`config.mk`:
```
export PLATFORM = sky130hd
export DESIGN_NAME = lpm_ctrl
export DESIGN_NICKNAME = d
export VERILOG_FILES = /design/src/logic/lpm_pkg.sv /design/src/logic/lpm_ctrl.sv
export SDC_FILE = /design/constraint.sdc
export NUM_CORES = 1
export LEC_CHECK = 0
export ABC_AREA = 1
export BUFFER_PORTS_ARGS = -buffer_cell sky130_fd_sc_hd__buf_2
export CAP_MARGIN = 20
export CORE_MARGIN = 2
export CORE_UTILIZATION = 58
export CTS_CLUSTER_DIAMETER = 200
export CTS_CLUSTER_SIZE = 40
export DETAILED_ROUTE_END_ITERATION = 12
export PLACE_DENSITY_LB_ADDON = 0.12
export SLEW_MARGIN = 20
export SYNTH_ARGS = -nofsm -noshare
export SYNTH_HDL_FRONTEND = slang
export SYNTH_SLANG_ARGS = --single-unit
```
`constraint.sdc`:
```
create_clock -name clk -period 3.15 [get_ports clk]
set_input_delay 0.4725 -clock clk [delete_from_list [all_inputs] [get_ports clk]]
set_output_delay 0.4725 -clock clk [all_outputs]
set_load 0.03 [all_outputs]
```
`src/logic/lpm_pkg.sv`:
```
// Package with the register map, field layout and states of the low-power mode controller.
package lpm_pkg;
  localparam logic [7:0] OFF_STBY  = 8'h00;
  localparam logic [7:0] OFF_DEEP  = 8'h04;
  localparam logic [7:0] OFF_SNZ   = 8'h08;
  localparam logic [7:0] OFF_LEVEL = 8'h0C;
  localparam logic [7:0] OFF_REG   = 8'h10;
  localparam logic [7:0] OFF_DIV   = 8'h14;
  localparam logic [7:0] OFF_MSTOP = 8'h18;
  localparam logic [7:0] OFF_WAKE  = 8'h1C;
  localparam logic [7:0] OFF_SNSRC = 8'h20;
  localparam logic [7:0] OFF_STAT  = 8'h24;

  // Power level codes.
  localparam logic [2:0] LVL_HIGH   = 3'h0;
  localparam logic [2:0] LVL_MID    = 3'h1;
  localparam logic [2:0] LVL_LOW    = 3'h2;
  localparam logic [2:0] LVL_LOWV   = 3'h3;
  localparam logic [2:0] LVL_SUBOSC = 3'h4;
  localparam logic [2:0] LVL_RST    = 3'h0;

  // Divider field layout: five 4-bit codes.
  localparam int DIV_W      = 4;
  localparam int DIV_SYS    = 0;
  localparam int DIV_PERIPHERAL_CLOCK_B  = 4;
  localparam int DIV_PERIPHERAL_CLOCK_D  = 8;
  localparam int DIV_CLOCK_OUTPUT = 12;
  localparam int DIV_FLASH  = 16;
  localparam logic [19:0] DIV_RST = 20'h0_0000;

  // Status register bit positions.
  localparam int ST_STATE  = 0;
  localparam int ST_SW     = 2;
  localparam int ST_RFSTBY = 3;
  localparam int ST_RFREG  = 4;
  localparam int ST_RFLVL  = 5;

  typedef enum logic [1:0] {
    ST_NORMAL,
    ST_SLEEP,
    ST_STANDBY,
    ST_SNOOZE
  } lpm_state_t;
endpackage

```
`src/logic/lpm_ctrl.sv`:
```
// Low-power mode controller with its APB register file.
//
// Added by the designer: register access over APB and the register offsets.
`timescale 1ns/100ps

module lpm_ctrl #(
  parameter int NIRQ     = 16,
  parameter int NMOD     = 16,
  parameter bit HAS_LOWV = 1'b0
) (
  // Clock and reset
  input  wire logic            clk,
  input  wire logic            rst_n,
  // APB slave
  input  wire logic            psel,
  input  wire logic            penable,
  input  wire logic            pwrite,
  input  wire logic [7:0]      paddr,
  input  wire logic [31:0]     pwdata,
  output logic                 pready,
  output logic                 pslverr,
  output logic [31:0]          prdata,
  // Core and wake events
  input  wire logic            wfiReq,
  input  wire logic [NIRQ-1:0] irqPend,
  input  wire logic            nmiPend,
  input  wire logic            snoozeTrigPin,
  input  wire logic            snoozeDone,
  // Controls out
  output logic [1:0]           lpState,
  output logic                 cpuClkStop,
  output logic                 periphClkStop,
  output logic                 wakeIrq,
  output logic [2:0]           powerLevel,
  output logic                 switchingRegulatorMode,
  output logic [19:0]          clkDiv,
  output logic [NMOD-1:0]      moduleStop,
  output logic                 hocoAvail,
  output logic                 mocoAvail,
  output logic                 mainOscAvail
);
  lpm_pkg::lpm_state_t st_q;
  logic                standbySelect_q;
  logic                deepStandbySelect_q;
  logic                snoozeEnable_q;
  logic [2:0]          level_q;
  logic                sw_q;
  logic [19:0]         div_q;
  logic [NMOD-1:0]     mstop_q;
  logic [NIRQ-1:0]     wakeEn_q;
  logic [NIRQ-1:0]     snzSrc_q;
  logic                rfStby_q;
  logic                rfReg_q;
  logic                rfLvl_q;
  logic                trigMeta_q;
  logic                trigSync_q;
  logic                rdy_q;
  logic                err_q;
  logic [31:0]         rdat_q;
  logic                wake_q;
  logic                wr;
  logic                wakeSleep;
  logic                wakeStby;
  logic                wakeSnz;
  logic                refuseStby;
  logic                refuseReg;
  logic                refuseLvl;

  function automatic logic mapped(input logic [7:0] a);
    mapped = (a <= lpm_pkg::OFF_STAT) && (a[1:0] == 2'b00);
  endfunction

  // A level is legal if the variant has it and the regulator mode allows it.
  function automatic logic levelOk(input logic [2:0] l, input logic sw);
    if (sw)
      levelOk = (l == lpm_pkg::LVL_HIGH) || (l == lpm_pkg::LVL_MID);
    else
      levelOk = (l == lpm_pkg::LVL_HIGH) || (l == lpm_pkg::LVL_MID)
             || (l == lpm_pkg::LVL_LOW) || (l == lpm_pkg::LVL_SUBOSC)
             || ((l == lpm_pkg::LVL_LOWV) && HAS_LOWV);
  endfunction

  assign wr = psel && penable && rdy_q && pwrite;
  assign wakeSleep = (|irqPend) || nmiPend;
  assign wakeStby = (|(irqPend & wakeEn_q)) || nmiPend;
  assign wakeSnz = (|(irqPend & wakeEn_q & snzSrc_q)) || nmiPend;
  assign refuseStby = (st_q == lpm_pkg::ST_NORMAL) && wfiReq && standbySelect_q
                   && (deepStandbySelect_q || sw_q);
  // Entry is also refused in Standby or Snooze, which switching mode cannot hold.
  assign refuseReg = wr && (paddr == lpm_pkg::OFF_REG) && pwdata[0] && !sw_q
                  && (!levelOk(level_q, 1'b1) || (st_q == lpm_pkg::ST_STANDBY)
                      || (st_q == lpm_pkg::ST_SNOOZE));
  assign refuseLvl = wr && (paddr == lpm_pkg::OFF_LEVEL) && !levelOk(pwdata[2:0], sw_q);

  // The snooze trigger comes from a pin, so it is synchronised first.
  always_ff @(posedge clk)
  begin
    if (!rst_n)
    begin
      trigMeta_q <= 1'b0;
      trigSync_q <= 1'b0;
    end
    else
    begin
      trigMeta_q <= snoozeTrigPin;
      trigSync_q <= trigMeta_q;
    end
  end

  // APB answers with no wait state; data is captured in the setup cycle.
  always_ff @(posedge clk)
  begin
    if (!rst_n)
    begin
      rdy_q  <= 1'b0;
      err_q  <= 1'b0;
      rdat_q <= 32'h0000_0000;
    end
    else
    begin
      rdy_q  <= psel && !penable;
      err_q  <= psel && !penable && !mapped(paddr);
      rdat_q <= 32'h0000_0000;
      if (psel && !penable && !pwrite)
      begin
        unique case (paddr)
          lpm_pkg::OFF_STBY:  rdat_q[0] <= standbySelect_q;
          lpm_pkg::OFF_DEEP:  rdat_q[0] <= deepStandbySelect_q;
          lpm_pkg::OFF_SNZ:   rdat_q[0] <= snoozeEnable_q;
          lpm_pkg::OFF_LEVEL: rdat_q[2:0] <= level_q;
          lpm_pkg::OFF_REG:   rdat_q[0] <= sw_q;
          lpm_pkg::OFF_DIV:   rdat_q[19:0] <= div_q;
          lpm_pkg::OFF_MSTOP: rdat_q[NMOD-1:0] <= mstop_q;
          lpm_pkg::OFF_WAKE:  rdat_q[NIRQ-1:0] <= wakeEn_q;
          lpm_pkg::OFF_SNSRC: rdat_q[NIRQ-1:0] <= snzSrc_q;
          lpm_pkg::OFF_STAT:
          begin
            rdat_q[lpm_pkg::ST_STATE+:2] <= st_q;
            rdat_q[lpm_pkg::ST_SW]       <= sw_q;
            rdat_q[lpm_pkg::ST_RFSTBY]   <= rfStby_q;
            rdat_q[lpm_pkg::ST_RFREG]    <= rfReg_q;
            rdat_q[lpm_pkg::ST_RFLVL]    <= rfLvl_q;
          end
          default:            rdat_q <= 32'h0000_0000;
        endcase
      end
    end
  end

  // Control registers; every reset brings back Normal-run defaults.
  always_ff @(posedge clk)
  begin
    if (!rst_n)
    begin
      standbySelect_q     <= 1'b0;
      deepStandbySelect_q <= 1'b0;
      snoozeEnable_q      <= 1'b0;
      level_q             <= lpm_pkg::LVL_RST;
      div_q               <= lpm_pkg::DIV_RST;
      mstop_q             <= '0;
      wakeEn_q            <= '0;
      snzSrc_q            <= '0;
    end
    else if (wr)
    begin
      unique case (paddr)
        lpm_pkg::OFF_STBY:  standbySelect_q <= pwdata[0];
        lpm_pkg::OFF_DEEP:  deepStandbySelect_q <= pwdata[0];
        lpm_pkg::OFF_SNZ:   snoozeEnable_q <= pwdata[0];
        lpm_pkg::OFF_LEVEL:
          if (!refuseLvl)
            level_q <= pwdata[2:0];
        lpm_pkg::OFF_DIV:   div_q <= pwdata[19:0];
        lpm_pkg::OFF_MSTOP: mstop_q <= pwdata[NMOD-1:0];
        lpm_pkg::OFF_WAKE:  wakeEn_q <= pwdata[NIRQ-1:0];
        lpm_pkg::OFF_SNSRC: snzSrc_q <= pwdata[NIRQ-1:0];
        default:            ;
      endcase
    end
  end

  // Regulator mode; leaving switching mode is always allowed.
  always_ff @(posedge clk)
  begin
    if (!rst_n)
      sw_q <= 1'b0;
    else if (wr && (paddr == lpm_pkg::OFF_REG) && !refuseReg)
      sw_q <= pwdata[0];
  end

  // Sticky refusal flags; a new refusal wins over a write-one clear.
  always_ff @(posedge clk)
  begin
    if (!rst_n)
    begin
      rfStby_q <= 1'b0;
      rfReg_q  <= 1'b0;
      rfLvl_q  <= 1'b0;
    end
    else
    begin
      rfStby_q <= refuseStby
               || (rfStby_q && !(wr && (paddr == lpm_pkg::OFF_STAT) && pwdata[lpm_pkg::ST_RFSTBY]));
      rfReg_q  <= refuseReg
               || (rfReg_q && !(wr && (paddr == lpm_pkg::OFF_STAT) && pwdata[lpm_pkg::ST_RFREG]));
      rfLvl_q  <= refuseLvl
               || (rfLvl_q && !(wr && (paddr == lpm_pkg::OFF_STAT) && pwdata[lpm_pkg::ST_RFLVL]));
    end
  end

  // Mode sequencer; a reset from any state lands in Normal via rst_n.
  always_ff @(posedge clk)
  begin
    if (!rst_n)
    begin
      st_q   <= lpm_pkg::ST_NORMAL;
      wake_q <= 1'b0;
    end
    else
    begin
      wake_q <= 1'b0;
      unique case (st_q)
        lpm_pkg::ST_NORMAL:
          if (wfiReq && !standbySelect_q)
            st_q <= lpm_pkg::ST_SLEEP;
          else if (wfiReq && !deepStandbySelect_q && !sw_q)
            st_q <= lpm_pkg::ST_STANDBY;
        lpm_pkg::ST_SLEEP:
          if (wakeSleep)
          begin
            st_q   <= lpm_pkg::ST_NORMAL;
            wake_q <= 1'b1;
          end
        lpm_pkg::ST_STANDBY:
          if (wakeStby)
          begin
            st_q   <= lpm_pkg::ST_NORMAL;
            wake_q <= 1'b1;
          end
          else if (trigSync_q && snoozeEnable_q)
            st_q <= lpm_pkg::ST_SNOOZE;
        lpm_pkg::ST_SNOOZE:
          if (wakeSnz)
          begin
            st_q   <= lpm_pkg::ST_NORMAL;
            wake_q <= 1'b1;
          end
          else if (snoozeDone)
            st_q <= lpm_pkg::ST_STANDBY;
      endcase
    end
  end

  // Output flops; clock gating follows the state, oscillators the level.
  always_ff @(posedge clk)
  begin
    if (!rst_n)
    begin
      lpState                <= 2'b00;
      cpuClkStop             <= 1'b0;
      periphClkStop          <= 1'b0;
      powerLevel             <= lpm_pkg::LVL_RST;
      switchingRegulatorMode <= 1'b0;
      clkDiv                 <= lpm_pkg::DIV_RST;
      moduleStop             <= '0;
      hocoAvail              <= 1'b1;
      mocoAvail              <= 1'b1;
      mainOscAvail           <= 1'b1;
    end
    else
    begin
      lpState                <= st_q;
      cpuClkStop             <= (st_q != lpm_pkg::ST_NORMAL);
      periphClkStop          <= (st_q == lpm_pkg::ST_STANDBY);
      powerLevel             <= level_q;
      switchingRegulatorMode <= sw_q;
      clkDiv                 <= div_q;
      moduleStop             <= mstop_q;
      hocoAvail              <= (level_q != lpm_pkg::LVL_SUBOSC);
      mocoAvail              <= (level_q != lpm_pkg::LVL_SUBOSC);
      mainOscAvail           <= (level_q != lpm_pkg::LVL_SUBOSC);
    end
  end

  assign pready  = rdy_q;
  assign pslverr = err_q;
  assign prdata  = rdat_q;
  assign wakeIrq = wake_q;
endmodule

```
==> impl_results.md <==
* Status: complete, no violations
* Max-slew violation count at 0
* Die Area at 0.0115 mm²
* Placed Instance Area at 0.00671 mm²
* Top cells by area, synth: dfxtp_1, nand2_1, inv_1
* Sw Share at 24.0%
* Top cell type's share of synthesized area at 48.5%
* Area growth, synth to finish at 18.2%
* Post-DP HPWL at 11200 µm
* Final ANT Viol Nets at 0
* Grt met3 use at 6.84%
* Layout Cells excl Fill at 1061
* CP cell instances: nand4_4, clkinv_2, nand2_1, nand2_1, a21oi_1
* Static Leak at 3.42 nW
* Final WL at 15900 µm
* Setup Buffers After CTS at 0
* H-tree level count at 4
* Clock Sinks at 150
* Worst reg2reg path depth at 5
* Most frequent cells in the layout: nand2_1, dfxtp_1, buf_2, inv_1, a21oi_1
* Number of synthesized flops with an enable pin at 0
* Initial antenna violation count at 0
* Slowest cell on the critical path: nand2_1
* Worst-path fanout max at 24
* Part of the power in combinational logic at 5.4%
* Max Cap Viol at 0
* Overall Power at 4.25 mW
* Diode count at 0
* Seq pwr share at 45.3%
* Achievable Freq at 0.502 GHz
* Drt via density at 5.34
* Post-synthesis register bit count at 150
* Skew final at 0.00910 ns
* Mapped cell area at 0.00620 mm²
* Nets@finish at 977
* CP Launch Type: flop
* Slew at the pin closest to its max-slew limit at 0.991 ns
* First-pass GRT wire length at 25500 µm
* Vias at 5668
* Drt first-iter violations at 491
* Setup crit start: pready
* Initial Utilization at 59.8%
* CP peak stage delay at 0.67 ns
* Chip height at 107 µm
* Final setup TNS at 0 ns
* Seq/Total Area, Yosys at 48.5%
* Setup violators final at 0
* Mapped Avg Cell Area at 7.70 µm²
* Post-route cell area at 0.00733 mm²
* Final min period at 1.99 ns
* Placer Congestion at 0.897
* Netlist cell types at 41
* Crit. End Element: flop
* Worst-path clk slew at 0.07 ns
* Warnings, synthesis at 0
* CORE AREA at 0.0104 mm²
* Rows at 37
* Slew HR at 33.4%
* WS Path Type: reg2reg
* Cells after DPL at 1029
* Reg-to-reg startpoint: pready
* WL/cell at 15.0 µm
* CTS Buf Count at 17
* First-pass DRT Iterations at 5
* Cell count of the worst hold path at 3
* PortBufs at 122
* Final Cycle Share at 63.3%
* Top cell by count, worst path: nand2_1
* Worst VDD drop at 0.294 mV
* CP arrival at 2.45 ns
* CTS hold repair buffers at 0
* Longest Clk Path Bufs at 2
* R2r setup slk at 1.16 ns
* Worst hold path type: in2reg
* Final-report hold violation count at 0
* Gr ovfl total at 0
* Met2 usage at 44.5%
* Pwr Density at 580 mW/mm²
* Share of layout cells above drive strength 1 at 21.7%
* IO Pins at 147
* Clk Latency, worst-skew pair at 0.53 ns
* Vias in the first global route at 5206
* Root Driver: clkbuf_8
* Overall routing resource usage at 28.1%
* Syn Inst Count at 805
* Clk pwr share at 49.3%
* Int Power at 3.23 mW
* Pin count of the biggest net entering global routing at 85
* TritonCTS clock tree: done
* Critical Path RT at 3.60 ns
* Busiest grt layer: met2
* Async set-reset flop share out of synthesis at 0%
* Final core occ at 70.7%
* Most common cell after layout, fill and taps aside: nand2_1
* Chip Width at 107 µm
* HP Start: snoozeTrigPin
* Resized cells post-CTS at 0
* Met1 GRT Util at 38.1%
* Area leader, netlist: dfxtp_1
* Drt drc at 0
* Unrepaired setup endpoints after global routing: no
* Ys flop type: dfxtp_1
* Psw at 1.02 mW
-- area by class of cell --
class / instances / area, µm²
clock buffers: 18 / 428
clock inverters: 14 / 186
fillers: 874 / 3040
inverters: 118 / 449
multi-input cells: 500 / 2460
flip-flops and latches: 150 / 3000
well taps: 136 / 170
repair buffers: 125 / 633
-- per-stage QoR --
stage / worst slack [ns] / hold slack (ns)
after floorplan: 1.68 / 0.390
after global placement: 0.812 / 0.397
after detailed placement: 0.791 / 0.409
after CTS: 1.23 / 0.129
after global routing: 1.02 / 0.128
final: 1.16 / 0.134
-- critical path, delay by kind of cell (launching register included) --
family                 cells  cell delay [ns]
flip-flops                 1             0.33
buffers and inverters      1             0.37
AND/OR/NAND/NOR            3             1.00
AO/OA/AOI/OAI              1             0.19
-- flip-flops by register name, indices dropped and copies added (netlist names), 2 cells and up --
name / cells
clkDiv: 20
div_q: 20
level_q: 3
lpState: 2
moduleStop: 16
mstop_q: 16
powerLevel: 3
prdata: 20
snzSrc_q: 16
st_q: 2
wakeEn_q: 16
-- worst paths after layout --
check / endpoint
worst max-delay path: mstop_q[12]
worst min-delay path: trigMeta_q
worst max register to register: mstop_q[12]
worst min register to register: trigSync_q
-- power by group through the flow --
stage	combinational, mW	clock (mW)	sequential (mW)
floorplan	0.131	0	1.98
global placement	0.218	0	1.97
detailed placement	0.223	0	1.97
CTS	0.225	2.11	1.92
global route	0.249	2.19	1.92
finish	0.228	2.10	1.92
-- layer usage --
layer  share of wire, %  vias up
met5                  0        -
met4                2.1        0
met3                8.5       38
met2                 45      292
met1                 44     2564
li1                   -     2774
-- synth_stat cells, types with 2 or more instances --
cell,count
nand2_1,179
dfxtp_1,150
inv_1,104
a21oi_1,74
nor2_1,60
nand3_1,54
o21ai_0,47
buf_4,20
clkbuf_1,13
o21ai_1,12
inv_2,11
o22ai_1,10
a41oi_2,9
buf_6,9
nand4_1,7
nor3_1,6
buf_2,5
nand2_4,4
nand2_2,3
nor2_2,3
a21boi_0,2
inv_4,2
nand3b_1,2
nor3_4,2
-- cells by family (layout without fill, tap and decap cells) --
kind of cell           count (synthesis)  count (layout)  synth area share (%)
DFF                                  150             150                  48.5
AOI/OAI and AO/OA                    160             160                  15.1
other                                  1              12                0.0605
buffers and inverters                166             275                  12.6
and+or+nand+nor                      328             328                  23.8
Note: power is estimated with default switching activity, not from simulation.
